## src/rtl/fault_mgr_map.vh

```
// Purpose: Constants for the motor driver fault manager.
// Assumes: Included by rtl/motor_driver_fault_manager.v.
// Notes:   Cause index order below is the priority order, lowest wins.
`ifndef FAULT_MGR_MAP_VH
`define FAULT_MGR_MAP_VH
`define NUM_CAUSES        15
// Cause indices.
`define C_OVERHEAT        0
`define C_OVERLOAD        1
`define C_OVERSPEED       2
`define C_PULSE           3
`define C_OVERVOLT        4
`define C_UNDERVOLT       5
`define C_DEV_ON          6
`define C_DEV_OFF         7
`define C_OP_DATA         8
`define C_GEAR            9
`define C_SENSOR_RUN      10
`define C_SENSOR_INIT     11
`define C_ROTOR           12
`define C_COMBO           13
`define C_STORED          14
// Causes that a clear may not remove.
`define NORESET_MASK      15'h7_F30
// Causes that cut motor current.
`define CUT_MASK          15'h7_EFF
// Register map.
`define A_STATUS          4'h0
`define A_MASK            4'h1
`define A_CTRL            4'h2
`define A_OVL_LIMIT       4'h3
`define A_ACTIVE          4'h4
`define A_HIST_CLR        4'h5
`define A_HIST_BASE       4'h6
`define CTRL_CODE_EN      0
`define CTRL_TOOL_CLR     1
`define CTRL_GEARED       2
// Blink timing: on and off phases of 250 ms, gap of 1500 ms.
`define BLINK_MS          250
`define GAP_MS            1500
`define CLK_KHZ           125000
`define OVL_LIMIT_RST     16'h0_3E8
`define HIST_DEPTH        10
`endif

```

## src/rtl/blink_counter.v

```verilog
// Purpose: Blinks a lamp a given number of times, then a long gap.
// Assumes: i_count held steady while i_run is high.
// Notes:   Lamp is off whenever i_run is low.
`timescale 1ns/100ps
module blink_counter #(
  parameter PHASE_CYC = 31250000,
  parameter GAP_CYC   = 187500000
) (
  input  wire       i_core_clk,
  input  wire       i_srst,
  input  wire       i_run,
  input  wire [3:0] i_count,
  output reg        o_lamp
);
  reg [27:0] timer_reg;
  reg [4:0]  phase_reg;
  wire       last_phase = (phase_reg == {i_count, 1'b0});
  wire [27:0] limit = last_phase ? GAP_CYC[27:0] - 28'd1
                                 : PHASE_CYC[27:0] - 28'd1;

  // Odd phases light the lamp; the phase after the last blink is the gap.
  always @(posedge i_core_clk) begin
    if (i_srst || !i_run) begin
      timer_reg <= 28'd0;
      phase_reg <= 5'd0;
      o_lamp    <= 1'b0;
    end else if (timer_reg == limit) begin
      timer_reg <= 28'd0;
      phase_reg <= last_phase ? 5'd0 : phase_reg + 5'd1;
      o_lamp    <= !last_phase && !phase_reg[0];
    end else begin
      timer_reg <= timer_reg + 28'd1;
    end
  end
endmodule

```

## src/rtl/motor_driver_fault_manager.v

```verilog
// Purpose: Latches driver faults, encodes them, keeps history, clears them.
// Assumes: Detector inputs are synchronous levels; i_srst is power-up.
// Notes:   Registers are word indexed on a 4-bit address.
`timescale 1ns/100ps
`include "fault_mgr_map.vh"
module motor_driver_fault_manager #(
  parameter PHASE_CYC = `BLINK_MS * (`CLK_KHZ),
  parameter GAP_CYC   = `GAP_MS * (`CLK_KHZ),
  parameter TEMP_LIM  = 85,
  parameter SPD_LIM   = 4500,
  parameter PULSE_LIM = 500
) (
  input  wire        i_core_clk,
  input  wire        i_srst,
  input  wire [7:0]  i_temp_c,
  input  wire [12:0] i_speed_rpm,
  input  wire [9:0]  i_pulse_khz,
  input  wire        i_over_torque,
  input  wire        i_overvolt,
  input  wire        i_undervolt,
  input  wire        i_dev_on,
  input  wire        i_dev_off,
  input  wire        i_op_data_bad,
  input  wire        i_gear_bad,
  input  wire        i_sensor_run,
  input  wire        i_sensor_init,
  input  wire        i_rotor_turn,
  input  wire        i_combo_bad,
  input  wire        i_stored_bad,
  input  wire        i_fault_clear_in,
  input  wire        i_ready,
  input  wire        i_torque_limit,
  input  wire        i_step_timing,
  input  wire [3:0]  i_addr,
  input  wire [15:0] i_wdata,
  input  wire        i_wr,
  input  wire        i_rd,
  output reg  [15:0] o_rdata,
  output reg         o_fault_flag_out,
  output reg         o_motor_stop,
  output reg         o_current_cut,
  output reg         o_ready_out,
  output reg         o_torque_limit_flag_out,
  output reg         o_step_timing_out,
  output reg  [6:0]  o_fault_code,
  output reg         o_fault_lamp,
  output reg         o_irq
);
  localparam N = `NUM_CAUSES;

  reg [N-1:0]  latched_reg;
  reg [N-1:0]  status_reg;
  reg [N-1:0]  mask_reg;
  reg [2:0]    ctrl_reg;
  reg [15:0]   ovl_limit_reg;
  reg [15:0]   ovl_acc_reg;
  reg          clr_in_d_reg;
  reg [6:0]    hist_reg [0:`HIST_DEPTH-1];
  reg [3:0]    hist_cnt_reg;
  // History bookkeeping: causes still waiting for a slot.
  reg [N-1:0]  pend_reg;
  reg [N-1:0]  pend_all;
  reg [N-1:0]  push_bit;
  reg [3:0]    push_idx;
  reg          have_push;
  reg [N-1:0]  raw;
  reg [N-1:0]  clr_mask;
  reg [3:0]    top_next;
  reg          have_top;
  reg [6:0]    code_of_top;
  reg [2:0]    bits_of_top;
  reg [3:0]    blinks_of_top;
  wire [N-1:0] rising = raw & ~latched_reg;
  wire         lamp;
  integer      i;
  integer      j;
  integer      k;

  // How a fault travels through this block:
  // a detector level is latched on the next edge and stays latched until a
  // clear that its cause permits; a cause still present at the clear is
  // latched again in the same cycle, so a clear never hides a live fault.
  // The reported cause is the lowest latched index, so a later fault of
  // higher priority takes over the code outputs and the lamp count.
  // The motor outputs are sums over all latched causes, not the reported one.
  // Outputs are all registered, so each lags its latch by one cycle; the lamp first lights one blink phase plus one cycle after its latch.
  //
  // Register map seen by the setup tool, one 16-bit word per address:
  //   0  sticky event status, cleared by its read
  //   1  interrupt mask, same layout as status
  //   2  control: code output enable, tool clear strobe, geared motor
  //   3  overload limit in cycles of load above maximum torque
  //   4  causes latched now
  //   5  history count on read, history clear on write
  //   6 to 15  history slots, newest first
  // A tool clear and a history clear act on the write cycle itself.
  // The history keeps codes, so two causes with one pattern still differ there.
  // Status and history both follow rising causes, never cleared ones.

  // Decimal fault code of one cause index; used for the history entries.
  // It must stay in step with the reported-code table further down.
  function [6:0] code_for;
    input [3:0] idx;
    begin
      case (idx)
        4'd0:    code_for = 7'd21;
        4'd1:    code_for = 7'd30;
        4'd2:    code_for = 7'd31;
        4'd3:    code_for = 7'd34;
        4'd4:    code_for = 7'd22;
        4'd5:    code_for = 7'd25;
        4'd6:    code_for = 7'd10;
        4'd7:    code_for = 7'd12;
        4'd8:    code_for = 7'd70;
        4'd9:    code_for = 7'd71;
        4'd10:   code_for = 7'd28;
        4'd11:   code_for = 7'd42;
        4'd12:   code_for = 7'd43;
        4'd13:   code_for = 7'd45;
        4'd14:   code_for = 7'd41;
        default: code_for = 7'd0;
      endcase
    end
  endfunction

  // Fault detectors, each a plain comparison or level.
  always @* begin
    raw = {N{1'b0}};
    raw[`C_OVERHEAT]    = i_temp_c > TEMP_LIM[7:0];
    raw[`C_OVERLOAD]    = ovl_acc_reg >= ovl_limit_reg;
    raw[`C_OVERSPEED]   = !ctrl_reg[`CTRL_GEARED] &&
                          (i_speed_rpm > SPD_LIM[12:0]);
    raw[`C_PULSE]       = i_pulse_khz > PULSE_LIM[9:0];
    raw[`C_OVERVOLT]    = i_overvolt;
    raw[`C_UNDERVOLT]   = i_undervolt;
    raw[`C_DEV_ON]      = i_dev_on;
    raw[`C_DEV_OFF]     = i_dev_off;
    raw[`C_OP_DATA]     = i_op_data_bad;
    raw[`C_GEAR]        = i_gear_bad;
    raw[`C_SENSOR_RUN]  = i_sensor_run;
    raw[`C_SENSOR_INIT] = i_sensor_init;
    raw[`C_ROTOR]       = i_rotor_turn;
    raw[`C_COMBO]       = i_combo_bad;
    raw[`C_STORED]      = i_stored_bad;
  end

  // A clear comes from the input's falling edge or the tool's write.
  wire clr_edge = clr_in_d_reg && !i_fault_clear_in;
  wire tool_clr = i_wr && (i_addr == `A_CTRL) &&
                  i_wdata[`CTRL_TOOL_CLR];
  always @* begin
    clr_mask = {N{1'b0}};
    if (clr_edge || tool_clr)
      clr_mask = ~`NORESET_MASK;
  end

  // Lowest index among latched faults names the reported cause.
  always @* begin
    top_next = 4'd0;
    have_top = 1'b0;
    for (i = N - 1; i >= 0; i = i - 1) begin
      if (latched_reg[i]) begin
        top_next = i[3:0];
        have_top = 1'b1;
      end
    end
  end

  // Code, 3-bit pattern and blink count of the reported cause.
  always @* begin
    code_of_top   = 7'd0;
    bits_of_top   = 3'b000;
    blinks_of_top = 4'd0;
    // Looked up from the current latch so code and flag change together.
    case (top_next)
      4'd0:  begin code_of_top = 7'd21; bits_of_top = 3'b010; end
      4'd1:  begin code_of_top = 7'd30; bits_of_top = 3'b010; end
      4'd2:  begin code_of_top = 7'd31; bits_of_top = 3'b010; end
      4'd3:  begin code_of_top = 7'd34; bits_of_top = 3'b010; end
      4'd4:  begin code_of_top = 7'd22; bits_of_top = 3'b011; end
      4'd5:  begin code_of_top = 7'd25; bits_of_top = 3'b011; end
      4'd6:  begin code_of_top = 7'd10; bits_of_top = 3'b100; end
      4'd7:  begin code_of_top = 7'd12; bits_of_top = 3'b100; end
      4'd8:  begin code_of_top = 7'd70; bits_of_top = 3'b111; end
      4'd9:  begin code_of_top = 7'd71; bits_of_top = 3'b111; end
      4'd10: begin code_of_top = 7'd28; bits_of_top = 3'b000; end
      4'd11: begin code_of_top = 7'd42; bits_of_top = 3'b000; end
      4'd12: begin code_of_top = 7'd43; bits_of_top = 3'b000; end
      4'd13: begin code_of_top = 7'd45; bits_of_top = 3'b000; end
      4'd14: begin code_of_top = 7'd41; bits_of_top = 3'b001; end
      default: begin code_of_top = 7'd0; bits_of_top = 3'b000; end
    endcase
    // Blink count follows the 3-bit group pattern.
    case (bits_of_top)
      3'b010:  blinks_of_top = 4'd2;
      3'b011:  blinks_of_top = 4'd3;
      3'b100:  blinks_of_top = 4'd4;
      3'b111:  blinks_of_top = 4'd7;
      3'b000:  blinks_of_top = 4'd8;
      3'b001:  blinks_of_top = 4'd9;
      default: blinks_of_top = 4'd0;
    endcase
  end

  // Latch faults; a fault present during a clear is raised again at once.
  always @(posedge i_core_clk) begin
    if (i_srst) begin
      latched_reg  <= {N{1'b0}};
      clr_in_d_reg <= 1'b0;
    end else begin
      latched_reg  <= (latched_reg & ~clr_mask) | raw;
      clr_in_d_reg <= i_fault_clear_in;
    end
  end

  // Overload accumulator counts cycles of load above maximum torque.
  always @(posedge i_core_clk) begin
    if (i_srst || (latched_reg[`C_OVERLOAD] && clr_mask[`C_OVERLOAD]))
      ovl_acc_reg <= 16'h0_000;
    else if (i_over_torque && ovl_acc_reg != 16'hF_FFF)
      ovl_acc_reg <= ovl_acc_reg + 16'h0_001;
  end

  // Causes waiting to enter the history, one per cycle, lowest first.
  // Several faults can rise together; queuing them keeps each on record.
  // A cause that rises again while still queued is recorded only once.
  always @* begin
    pend_all  = pend_reg | rising;
    push_bit  = {N{1'b0}};
    push_idx  = 4'd0;
    have_push = 1'b0;
    for (k = N - 1; k >= 0; k = k - 1) begin
      if (pend_all[k]) begin
        push_bit    = {N{1'b0}};
        push_bit[k] = 1'b1;
        push_idx    = k[3:0];
        have_push   = 1'b1;
      end
    end
  end

  // Fault history: newest in slot 0, older entries move down one slot.
  // The count stops at the depth; the oldest entry then falls off.
  always @(posedge i_core_clk) begin
    if (i_srst || (i_wr && i_addr == `A_HIST_CLR)) begin
      hist_cnt_reg <= 4'd0;
      pend_reg     <= {N{1'b0}};
      for (j = 0; j < `HIST_DEPTH; j = j + 1)
        hist_reg[j] <= 7'd0;
    end else begin
      pend_reg <= pend_all & ~push_bit;
      if (have_push) begin
        hist_reg[0] <= code_for(push_idx);
        for (j = 1; j < `HIST_DEPTH; j = j + 1)
          hist_reg[j] <= hist_reg[j-1];
        if (hist_cnt_reg != 4'd`HIST_DEPTH)
          hist_cnt_reg <= hist_cnt_reg + 4'd1;
      end
    end
  end

  // Plant outputs.
  // Pin remapping is registered here so outputs stay flip-flop driven.
  always @(posedge i_core_clk) begin
    if (i_srst) begin
      o_fault_flag_out        <= 1'b1;
      o_motor_stop            <= 1'b0;
      o_current_cut           <= 1'b0;
      o_ready_out             <= 1'b0;
      o_torque_limit_flag_out <= 1'b0;
      o_step_timing_out       <= 1'b0;
      o_fault_code            <= 7'd0;
      o_fault_lamp            <= 1'b0;
    end else begin
      o_fault_flag_out <= !(|latched_reg);
      // Only operation data fault leaves the motor running.
      o_motor_stop  <= |(latched_reg & ~(1 << `C_OP_DATA));
      o_current_cut <= |(latched_reg & `CUT_MASK);
      o_fault_code  <= have_top ? code_of_top : 7'd0;
      o_fault_lamp  <= lamp;
      if (ctrl_reg[`CTRL_CODE_EN]) begin
        o_ready_out             <= (|latched_reg) & bits_of_top[0];
        o_torque_limit_flag_out <= (|latched_reg) & bits_of_top[1];
        o_step_timing_out       <= (|latched_reg) & bits_of_top[2];
      end else begin
        o_ready_out             <= i_ready;
        o_torque_limit_flag_out <= i_torque_limit;
        o_step_timing_out       <= i_step_timing;
      end
    end
  end

  blink_counter #(
    .PHASE_CYC (PHASE_CYC),
    .GAP_CYC   (GAP_CYC)
  ) u_blink (
    .i_core_clk (i_core_clk),
    .i_srst     (i_srst),
    .i_run      (|latched_reg),
    .i_count    (blinks_of_top),
    .o_lamp     (lamp)
  );

  // Software registers; status is sticky and cleared by its read.
  // A new event in the read cycle survives the clear.
  always @(posedge i_core_clk) begin
    if (i_srst) begin
      status_reg    <= {N{1'b0}};
      mask_reg      <= {N{1'b0}};
      ctrl_reg      <= 3'b000;
      ovl_limit_reg <= `OVL_LIMIT_RST;
      o_rdata       <= 16'h0_000;
      o_irq         <= 1'b0;
    end else begin
      status_reg <= ((i_rd && i_addr == `A_STATUS) ? {N{1'b0}}
                     : status_reg) | rising;
      o_irq      <= |(status_reg & mask_reg);
      if (i_wr) begin
        case (i_addr)
          `A_MASK:      mask_reg      <= i_wdata[N-1:0];
          `A_CTRL:      ctrl_reg      <= {i_wdata[2], 1'b0, i_wdata[0]};
          `A_OVL_LIMIT: ovl_limit_reg <= i_wdata;
          default:      ;
        endcase
      end
      o_rdata <= 16'h0_000;
      if (i_rd) begin
        case (i_addr)
          `A_STATUS:    o_rdata <= {1'b0, status_reg};
          `A_MASK:      o_rdata <= {1'b0, mask_reg};
          `A_CTRL:      o_rdata <= {13'd0, ctrl_reg};
          `A_OVL_LIMIT: o_rdata <= ovl_limit_reg;
          `A_ACTIVE:    o_rdata <= {1'b0, latched_reg};
          `A_HIST_CLR:  o_rdata <= {12'd0, hist_cnt_reg};
          default: begin
            if (i_addr >= `A_HIST_BASE)
              o_rdata <= {9'd0, hist_reg[i_addr - `A_HIST_BASE]};
          end
        endcase
      end
    end
  end
endmodule

```

## config.mk

```make
export PLATFORM = sky130hd
export DESIGN_NAME = motor_driver_fault_manager
export DESIGN_NICKNAME = d
export VERILOG_FILES = /design/src/rtl/blink_counter.v /design/src/rtl/motor_driver_fault_manager.v
export VERILOG_INCLUDE_DIRS = /design/src /design/src/rtl
export SDC_FILE = /design/constraint.sdc
export NUM_CORES = 1
export LEC_CHECK = 0
export BUFFER_PORTS_ARGS = -buffer_cell sky130_fd_sc_hd__buf_2
export CAP_MARGIN = 20
export CORE_MARGIN = 2
export CORE_UTILIZATION = 40
export DETAILED_ROUTE_END_ITERATION = 10
export PLACE_DENSITY = 0.59
export SYNTH_ARGS = -nofsm -noshare
export SYNTH_HDL_FRONTEND = slang
export SYNTH_SLANG_ARGS = --single-unit
```

## constraint.sdc

```tcl
create_clock -name i_core_clk -period 7 [get_ports i_core_clk]
set_input_delay 0.35 -clock i_core_clk [delete_from_list [all_inputs] [get_ports i_core_clk]]
set_output_delay 0.35 -clock i_core_clk [all_outputs]
set_load 0.05 [all_outputs]
```

==> results of run 1 <==
-- synth_stat cells, drive strengths merged (19+ instances only) --
library cell and instances:
and2 68, o21ai 44, nor2b 23, dfxtp 161
mux2i 32, nor2 128, nand2 134, xor2 27
ha 32, buf 19, edfxtp 70, inv 42
a21oi 88, nand3 26, nor3 26, clkbuf 43
nand4 21
-- critical path: stages (launching register included) --
cell	delay (ns)
dfxtp_1	0.42
or3b_1	0.38
a221oi_1	0.33
nor3_1	0.13
nor3_1	0.67
ha_1	0.30
nand4_1	0.09
a21oi_1	0.33
xnor2_1	0.18
o211ai_2	0.22
mux2i_1	0.30
nand2_2	0.42
nor2_2	0.22
-- cell type report --
type                            count  area [um2]  share of cell area (%)
Timing Repair Buffer              109         568                    4.42
Sequential cell                   231        5330                    41.4
Clock inverter                      8        93.8                   0.730
Multi-Input combinational cell    853        5470                    42.5
Tap cell                          378         473                    3.68
Inverter                           42         158                    1.23
Antenna cell                        2        5.00                  0.0389
Clock buffer                       38         767                    5.96
-- routing by layer --
metal | GRT usage, % | vias up | share of wire [%]
met5 | 0 | - | 0.11
met4 | 5.08 | 4 | 2.3
met3 | 3.24 | 48 | 4.8
met2 | 30.0 | 170 | 45
met1 | 26.5 | 4253 | 47
li1 | - | 4365 | -
-- final timing paths --
path,to,slack (ns)
max reg2reg,u_blink.timer_reg[20]$_SDFF_PP0_,2.96
max,u_blink.timer_reg[20]$_SDFF_PP0_,2.96
min reg2reg,ovl_limit_reg[15]$_SDFFE_PP0P_,0.46
min,latched_reg[5]$_SDFF_PP0_,0.04
-- power by group through the flow --
stage	Clock, mW	Sequential (mW)	Combinational, mW
6_report	1.37	1.46	0.317
5_1_grt	1.45	1.47	0.352
4_1_cts	1.40	1.46	0.317
3_5_place_dp	0	1.49	0.315
3_3_place_gp	0	1.49	0.311
2_1_floorplan	0	1.50	0.211
-- kinds of logic after synthesis --
family          Yosys count  share of synthesized area [%]
compound gates          226                           12.8
xor+xnor                 42                           3.28
fa+ha+maj                32                           3.57
buf+inv                 104                           3.88
flops                   231                           47.4
mux                      52                           6.36
simple gates            501                           22.7
==> run metrics, run 1 <==
status=complete, no violations; Hold-fix buffers, CTS=0; P_int=2.37 mW; Yosys top cell area share=28.7%; RSZ-0062 raised after global routing=no; Iteration-0 DRC Markers=844; global-route wire length before repair=44.0 mm; dominant cell type by area after synthesis=dfxtp_1; PortBufs=100; synth top area cells=dfxtp_1 29%, edfxtp_1 19%, nand2_1 4.4%; CTS root buffer=clkbuf_16; largest net degree at the start of global routing=71; Clock Skew=0.0111 ns; CP Capture Type=flop; clock sinks=231; Final WS setup=2.96 ns; boundary pin count=102; die area=29400 um2; post-detailed-routing wire length=27.9 mm; FF-to-FF Start=latched_reg[14]$_SDFF_PP0_; synthesis-to-layout area growth=14.5%; total global-route track usage=18.9%; post-cts sizing count=0; Worst-Margin Slew=1.06 ns; hold_ws=0.0409 ns; Tmin final=4.04 ns; clock-pin slew on the worst setup and hold paths=0.06 ns; combinational power share=10.1%; clock buffer depth=3; Psw=781 uW; gpl congestion=0.843; die height=172 um; Critical Path RT=7.45 ns; Post-synth EDFFs=70; max-cap viol count=0; ANT nets after route=0; R2R depth=12; Top FF cell, synth=dfxtp_1; Initial Util=40.5%; H-tree depth=1; hold crit path type=in -> reg; Synth Cell Area=11200 um2; synthesized net count=1291; vias in the first global route=8327; P_leak=5.08 nW; clock latency on the worst-skew pair=0.52 ns; total CTS buffers=26; FF+latch count, synth=231; Final TNS setup=0 ns; pre-CTS WS=2.97 ns; switching share of power=24.8%; IR Drop Worst-Case VDD=0.203 mV; Vias/cell=5.32; placed cell area=12000 um2; post-synthesis cell type count=77; DIE WIDTH=172 um; Placed Cells incl. Taps=1612; syn avg cell area=9.45 um2; register area share after synthesis=47.4%; Final setup viols=0; worst setup path category=reg -> reg; most frequent cells in the layout=161 x dfxtp_1, 133 x nand2_1, 108 x nor2_1; WP data arrival=4.49 ns; Cells after Synth=1188; Seq pwr share=46.5%; leading cell type in the layout, fill and taps excluded=dfxtp_1; Crit Path Max Fanout=22; Yosys warning count=0; fin crit share=57.7%; Final Core Density=46.4%; # fillers=2689; max reg flops=70; Pwr Total=3.15 mW; startpoint types=flop; final instance area=12900 um2; DP Wirelength=19.8 mm; Hold Path Cell Cnt=3; drt wl/cell=16.8 um; CTS tree=yes; Critical Path Source=latched_reg[14]$_SDFF_PP0_; total grt overflow=0; core area=27700 um2; initial antenna violation count=4; FMAX=248 MHz; drt first pass iters=5; Async SR Flop Fraction=0%; layout cell share with drive strength beyond 1=16.2%; Final Max Tran Viols=0; via count=8840; pwr/cell area=245 nW/um2; Post-CTS Setup Bufs=0; min-delay src=i_undervolt; drc violations=0; final hold violation count=0; Placement Rows=61; Layout Cells excl Fill=1661; Clock Power Share=43.4%; Slew HR=28.8%; Post-layout nets=1366
Power figures use the tool's default switching activity.
==> run 2, diff against run 1 <==
ABC_AREA = 1   (was unset)
clock period = 4.05 ns   (was 7 ns; I/O delays follow)
==> run metrics, run 2 <==
Simple-Gate Fraction of Synth Area=23.4% (+0.64 points); Top FF cell, synth=dfxtp_1; Placement Rows=61 (unchanged); max reg flops=70 (unchanged); post-synthesis cell type count=52 (-32%); P_int=4.16 mW (+76%); register area share after synthesis=47.1% (-0.32 points); leading cell type in the layout, fill and taps excluded=nand2_1; Synth Area in Adders=3.54% (-0.024 points); clock buffer depth=3 (unchanged); crit-path most repeated cell=nand2_1; Synth Area in XOR/XNOR=0.697% (-2.6 points); Iteration-0 DRC Markers=690 (-18%); CTS tree=yes; R2R depth=22 (+10); Async SR Flop Fraction=0% (unchanged); CP Capture Type=flop; status=complete, no violations; combinational power share=11.2% (+1.1 points); final hold violation count=0 (unchanged); die area=29600 um2 (+0.66%); Post-synth EDFFs=70 (unchanged); layout cell share with drive strength beyond 1=14.9% (-1.3 points); FMAX=303 MHz (+23%); post-cts sizing count=0 (unchanged); Critical Path Source=latched_reg[13]$_SDFF_PP0_; dominant cell type by area after synthesis=dfxtp_1; reg2reg end=u_blink.timer_reg[8]$_SDFF_PP0_; Yosys warning count=0 (unchanged); hold_ws=0.0141 ns (-0.0268 ns); Seq pwr share=44.6% (-1.9 points); P_leak=5.51 nW (+8.4%); clock-pin slew on the worst setup and hold paths=0.06 ns (about the same); Final Max Tran Viols=0 (unchanged); gpl congestion=0.907 (+7.6%); M3 GR Usage=3.09% (-0.15 points); global-route wire length before repair=46.0 mm (+4.5%); Synth Cell Area=11300 um2 (+0.68%); Vias/cell=4.99 (-6.1%); synth top area cells=dfxtp_1 29%, edfxtp_1 19%, nand2_1 7.7%; DP Wirelength=21.1 mm (+6.6%); FF+latch count, synth=231 (unchanged); pwr/cell area=418 nW/um2 (+71%); Final setup viols=0 (unchanged); ANT nets after route=0 (unchanged); reg-to-reg slack, setup=0.75 ns (-2.21 ns); IR Drop Worst-Case VDD=0.288 mV (+42%); busiest layer in global routing=met2; min-delay src=i_wdata[1]; main combinational cell family by area after synthesis=simple AND/OR/NAND/NOR gates; Cell Chain, Critical Path=inv_1, o21ai_0, a21oi_1, o21ai_0, nand2_1, nand2_1, nand2_1, nand2_1, nand2_1, nand2_1, nand2_1, ha_1, nand3_2, nand2_1, nand2_1, nand2_2, nor2_4, nand2_2, nand2_2, nand3_2, nand2_2, a21oi_1; critical path's slowest cell=nand2_2; synthesized net count=1542 (+19%); switching share of power=25.8% (+1.0 points); Psw=1.45 mW (+86%); total global-route track usage=19.5% (+0.63 points); M2 GR Usage=31.4% (+1.4 points); die height=172 um (+0.33%); Post-synth top cells=231 x nand2_1, 229 x inv_1, 171 x nor2_1; drt wl/cell=14.5 um (-14%); drt first pass iters=5 (unchanged); drc violations=0 (unchanged); Layout Cells excl Fill=1974 (+19%); Cells after Synth=1439 (+21%); vias in the first global route=9207 (+11%); clock latency on the worst-skew pair=0.54 ns (+0.02 ns); DIE WIDTH=172 um (+0.33%); Post-layout nets=1678 (+23%); Synth Area in Compound Gates=15.2% (+2.5 points); WP depth=22 (+10); largest net degree at the start of global routing=49 (-31%); WP data arrival=3.68 ns (-0.81 ns); syn avg cell area=7.86 um2 (-17%); met1 Resource Use GR=26.8% (+0.26 points); boundary pin count=102 (unchanged); Clock Power Share=44.2% (+0.8 points); Critical Path RT=4.44 ns (-3.01 ns); Hold-fix buffers, CTS=31 (+31); multiplexer share of the synthesized area=0% (-6.4 points); Worst-Margin Slew=0.893 ns (-0.165 ns); Worst Path Buf+Inv=1 (+1); Final Core Density=48.4% (+2.0 points); Final TNS setup=0 ns (unchanged); Placed Cells incl. Taps=1893 (+17%); fin crit share=81.4% (+24 points); initial antenna violation count=0 (-4); Hold Path Cell Cnt=3 (unchanged); Min-Delay Endpoint=mask_reg[1]$_SDFFE_PP0P_; H-tree depth=1 (unchanged); clock sinks=231 (unchanged); hold crit path type=in -> reg; worst setup path category=reg -> reg; Initial Util=40.7% (+0.16 points); most frequent cells in the layout=230 x nand2_1, 229 x inv_1, 171 x nor2_1; CTS root buffer=clkbuf_16; Tmin final=3.30 ns (-0.742 ns); post-detailed-routing wire length=28.6 mm (+2.7%); via count=9860 (+12%); count leader, synth=nand2_1; pre-CTS WS=0.762 ns (-2.20 ns); Post-CTS Setup Bufs=0 (unchanged); startpoint types=flop; core area=27800 um2 (+0.28%); PortBufs=100 (unchanged); total grt overflow=0 (unchanged); Crit Path Max Fanout=30 (+36%); Final WS setup=0.753 ns (-2.21 ns); delay-heaviest family, CP=simple AND/OR/NAND/NOR gates; Clock Skew=0.0251 ns (+0.0140 ns); Slew HR=38.9% (+10 points); RSZ-0062 raised after global routing=no; Yosys top cell area share=28.5% (-0.19 points); synthesis-to-layout area growth=18.9%; FF-to-FF Start=latched_reg[13]$_SDFF_PP0_; # diodes=0 (-2); CP max stage delay=0.57 ns (-0.10 ns); total CTS buffers=27 (+3.8%); max-cap viol count=0 (unchanged)
run 2: cell types whose count changed after synthesis, moves of 32 or more:
cell     before  now
inv_1        42  229
nand2_1     133  231
and2_1       68    0
nor2_1      108  171
o21ai_0      37   81
a21oi_1      88  123
nand3_1      26   59
mux2i_1      32    0
run 2: worst max path at each step:
stage	endpoint	slack, ns
detailed placement	u_blink.timer_reg[8]$_SDFF_PP0_	0.76
floorplan	hist_reg[0][0]$_SDFFCE_PN0P_	0.41
global route	u_blink.timer_reg[12]$_SDFF_PP0_	0.35
global placement	u_blink.timer_reg[20]$_SDFF_PP0_	0.84
CTS	u_blink.timer_reg[8]$_SDFF_PP0_	0.76
finish	u_blink.timer_reg[8]$_SDFF_PP0_	0.75
run 2: logic make-up (layout without fill, tap and decap cells):
family          count (synthesis)  in the layout
compound gates                299            299
xor+xnor                        9              9
flops                         231            231
simple gates                  580            580
buf+inv                       288            445
fa+ha+maj                      32             32
run 2: stage by stage:
step	cell area, um2	total power, mW
global route	13400	5.86
floorplan	11300	2.97
detailed placement	12200	3.16
CTS	13400	5.67
global placement	12200	3.15
finish	13400	5.61
run 2: final cells by class:
class                      count  area, um2
clock buffer                  36        749
inverter                     251        946
timing repair buffer         144        933
fill                        2822      14300
multi-input combinational    920       4840
tap                          378        473
sequential                   231       5330
clock inverter                14        171
run 2: power by group through the flow:
stage          registers, mW  clock network, mW  logic, mW
2_1_floorplan           2.60                  0      0.374
3_3_place_gp            2.55                  0      0.599
3_5_place_dp            2.55                  0      0.606
4_1_cts                 2.50               2.54      0.632
5_1_grt                 2.51               2.64      0.708
6_report                2.50               2.48      0.631
run 2: metal layers:
metal | wire [um] | vias up
li1 | - | 5036
met1 | 13300 | 4494
met2 | 12700 | 275
met3 | 1800 | 55
met4 | 810 | 0
met5 | 0 | -
run 2: tightest hold or removal path, stage by stage:
cell and delay [ns]:
buf_2 0.11, o21ai_0 0.09, a21oi_1 0.11
==> run 3, diff against run 2 <==
ABC_AREA = 0   (was 1)
clock period = 3.1 ns   (was 4.05 ns; I/O delays follow)
==> run metrics, run 3 (same netlist as run 1, synthesis figures left out) <==
Setup crit end=hist_reg[0][2]$_SDFFCE_PN0P_; pwr/cell area=538 nW/um2 (+29%); die height=172 um (-0.33%); Vias/cell=5.16 (+3.4%); Worst-Margin Slew=0.969 ns (+0.0765 ns); total grt overflow=0 (unchanged); die area=29400 um2 (-0.66%); register area=5330 um2 (about the same); initial antenna violation count=1 (+1); largest net degree at the start of global routing=71 (+45%); P_leak=5.50 nW (-0.14%); total global-route track usage=19.0% (-0.50 points); Initial Util=40.5% (-0.16 points); drt wl/cell=16.1 um (+11%); Final Core Density=49.4% (+0.99 points); DIE WIDTH=172 um (-0.33%); H-tree depth=1 (unchanged); Tmin final=2.93 ns (-0.367 ns); R2R depth=12 (-45%); FF-to-FF Start=ovl_limit_reg[0]$_SDFFE_PP0P_; max reg flops=70 (unchanged); final hold violation count=0 (unchanged); synthesis-to-layout area growth=21.8%; Cell Chain, Critical Path=ha_1, or3b_1, o2111ai_2, a31oi_2, o211ai_1, buf_4, and2_4, o211ai_1, buf_4, ha_1, mux2_2, o22ai_1; Clock Skew=0.0145 ns (-0.0106 ns); PortBufs=100 (unchanged); total CTS buffers=26 (-3.7%); Final Max Tran Viols=0 (unchanged); # fillers=2622 (-7.1%); Placed Cells incl. Taps=1661 (-12%); Iteration-0 DRC Markers=593 (-14%); status=complete, no violations; vias in the first global route=8516 (-7.5%); core area=27700 um2 (-0.27%); CTS root buffer=clkbuf_16; WP data arrival=3.29 ns (-0.39 ns); FMAX=341 MHz (+13%); max-cap viol count=0 (unchanged); startpoint types=flop; DP Wirelength=20.2 mm (-4.1%); hold_ws=0.0156 ns (+0.00150 ns); CTS tree=yes; boundary pin count=102 (unchanged); via count=8999 (-8.7%); reg-to-reg slack, setup=0.17 ns (-0.58 ns); Crit Path Max Fanout=7 (-77%); clock buffer depth=3 (unchanged); multi-input combinational cell area=5520 um2 (+14%); post-detailed-routing wire length=28.1 mm (-1.9%); reg2reg end=hist_reg[0][2]$_SDFFCE_PN0P_; critical path's slowest cell=or3b_1; # diodes=0 (unchanged); drt first pass iters=5 (unchanged); clock sinks=231 (unchanged); Layout Cells excl Fill=1743 (-12%); gpl congestion=0.844 (-7.0%); Slew HR=35.4% (-3.6 points); fin crit share=94.5% (+13 points); global-route wire length before repair=44.7 mm (-2.9%); IR Drop Worst-Case VDD=0.352 mV (+22%); Final setup viols=0 (unchanged); most frequent cells in the layout=159 x dfxtp_1, 133 x nand2_1, 108 x nor2_1; drc violations=0 (unchanged); Critical Path RT=3.46 ns (-0.98 ns); leading cell type in the layout, fill and taps excluded=dfxtp_1; hold crit path type=in -> reg; clock latency on the worst-skew pair=0.53 ns (about the same); Post-layout nets=1448 (-14%); layout cell share with drive strength beyond 1=19.9% (+5.0 points); CP max stage delay=0.40 ns (-0.17 ns); CP Capture Type=flop; Placement Rows=61 (unchanged); clock-pin slew on the worst setup and hold paths=0.06 ns (about the same); Critical Path Source=ovl_limit_reg[0]$_SDFFE_PP0P_; worst setup path category=reg -> reg; ANT nets after route=0 (unchanged)
==> run 3: cell type report <==
type	count	area share, %
timing repair buffer	191	9.53
multi-input combinational	853	40.4
clock buffer	31	5.12
tap	378	3.46
clock inverter	17	1.43
inverter	42	1.15
sequential	231	38.9
==> run 3: worst min path at each step <==
stage | start | endpoint | slack [ns] | cells after the start
CTS | i_temp_c[7] | latched_reg[0]$_SDFF_PP0_ | 0.0007 | 4
global route | i_temp_c[7] | latched_reg[0]$_SDFF_PP0_ | 0.04 | 4
floorplan | i_sensor_run | latched_reg[10]$_SDFF_PP0_ | 0.27 | 2
finish | i_temp_c[7] | latched_reg[0]$_SDFF_PP0_ | 0.02 | 4
global placement | i_undervolt | latched_reg[5]$_SDFF_PP0_ | 0.38 | 3
detailed placement | i_undervolt | latched_reg[5]$_SDFF_PP0_ | 0.38 | 3
==> run 3: worst max-delay path: cells and delay by family (launching register included) <==
family	cells	cell delay (ns)
AOI/OAI and AO/OA	5	0.67
DFF	1	0.33
adders and majority gates	2	0.58
and+or+nand+nor	2	0.56
buffers and inverters	2	0.34
muxes	1	0.27
==> run 3: metrics by stage <==
step	total power [mW]	setup slack [ns]	cell area (um2)	setup TNS [ns]
6_report	7.36	0.170	13700	0
5_1_grt	7.62	-0.0220	13700	-0.0220
4_1_cts	7.41	0.0381	13600	0
3_5_place_dp	4.16	0.0831	12400	0
3_3_place_gp	4.15	0.134	12400	0
2_1_floorplan	3.86	0.0920	11200	0
==> run 3: routing by layer <==
metal | GRT usage (%) | vias to the layer above | routed length (um)
met3 | 2.67 | 42 | 1120
li1 | - | 4533 | -
met5 | 0 | - | 13
met1 | 26.4 | 4258 | 13300
met2 | 31.2 | 164 | 13100
met4 | 4.86 | 2 | 562
==> run 3: repair_timing <==
action / CTS / global route
hold buffers: 33 / 0
setup buffers: 0 / 1
setup endpoints to repair: 0 / 33
endpoints found under the hold margin: 50 / 0
gates resized for setup: 0 / 11
==> run 3: power breakdown <==
part / total (mW) / switching (mW) / internal, mW
Sequential: 3.29 / 0.0745 / 3.21
Combinational: 0.852 / 0.499 / 0.353
Clock: 3.22 / 1.28 / 1.95
Total: 7.36 / 1.85 / 5.51
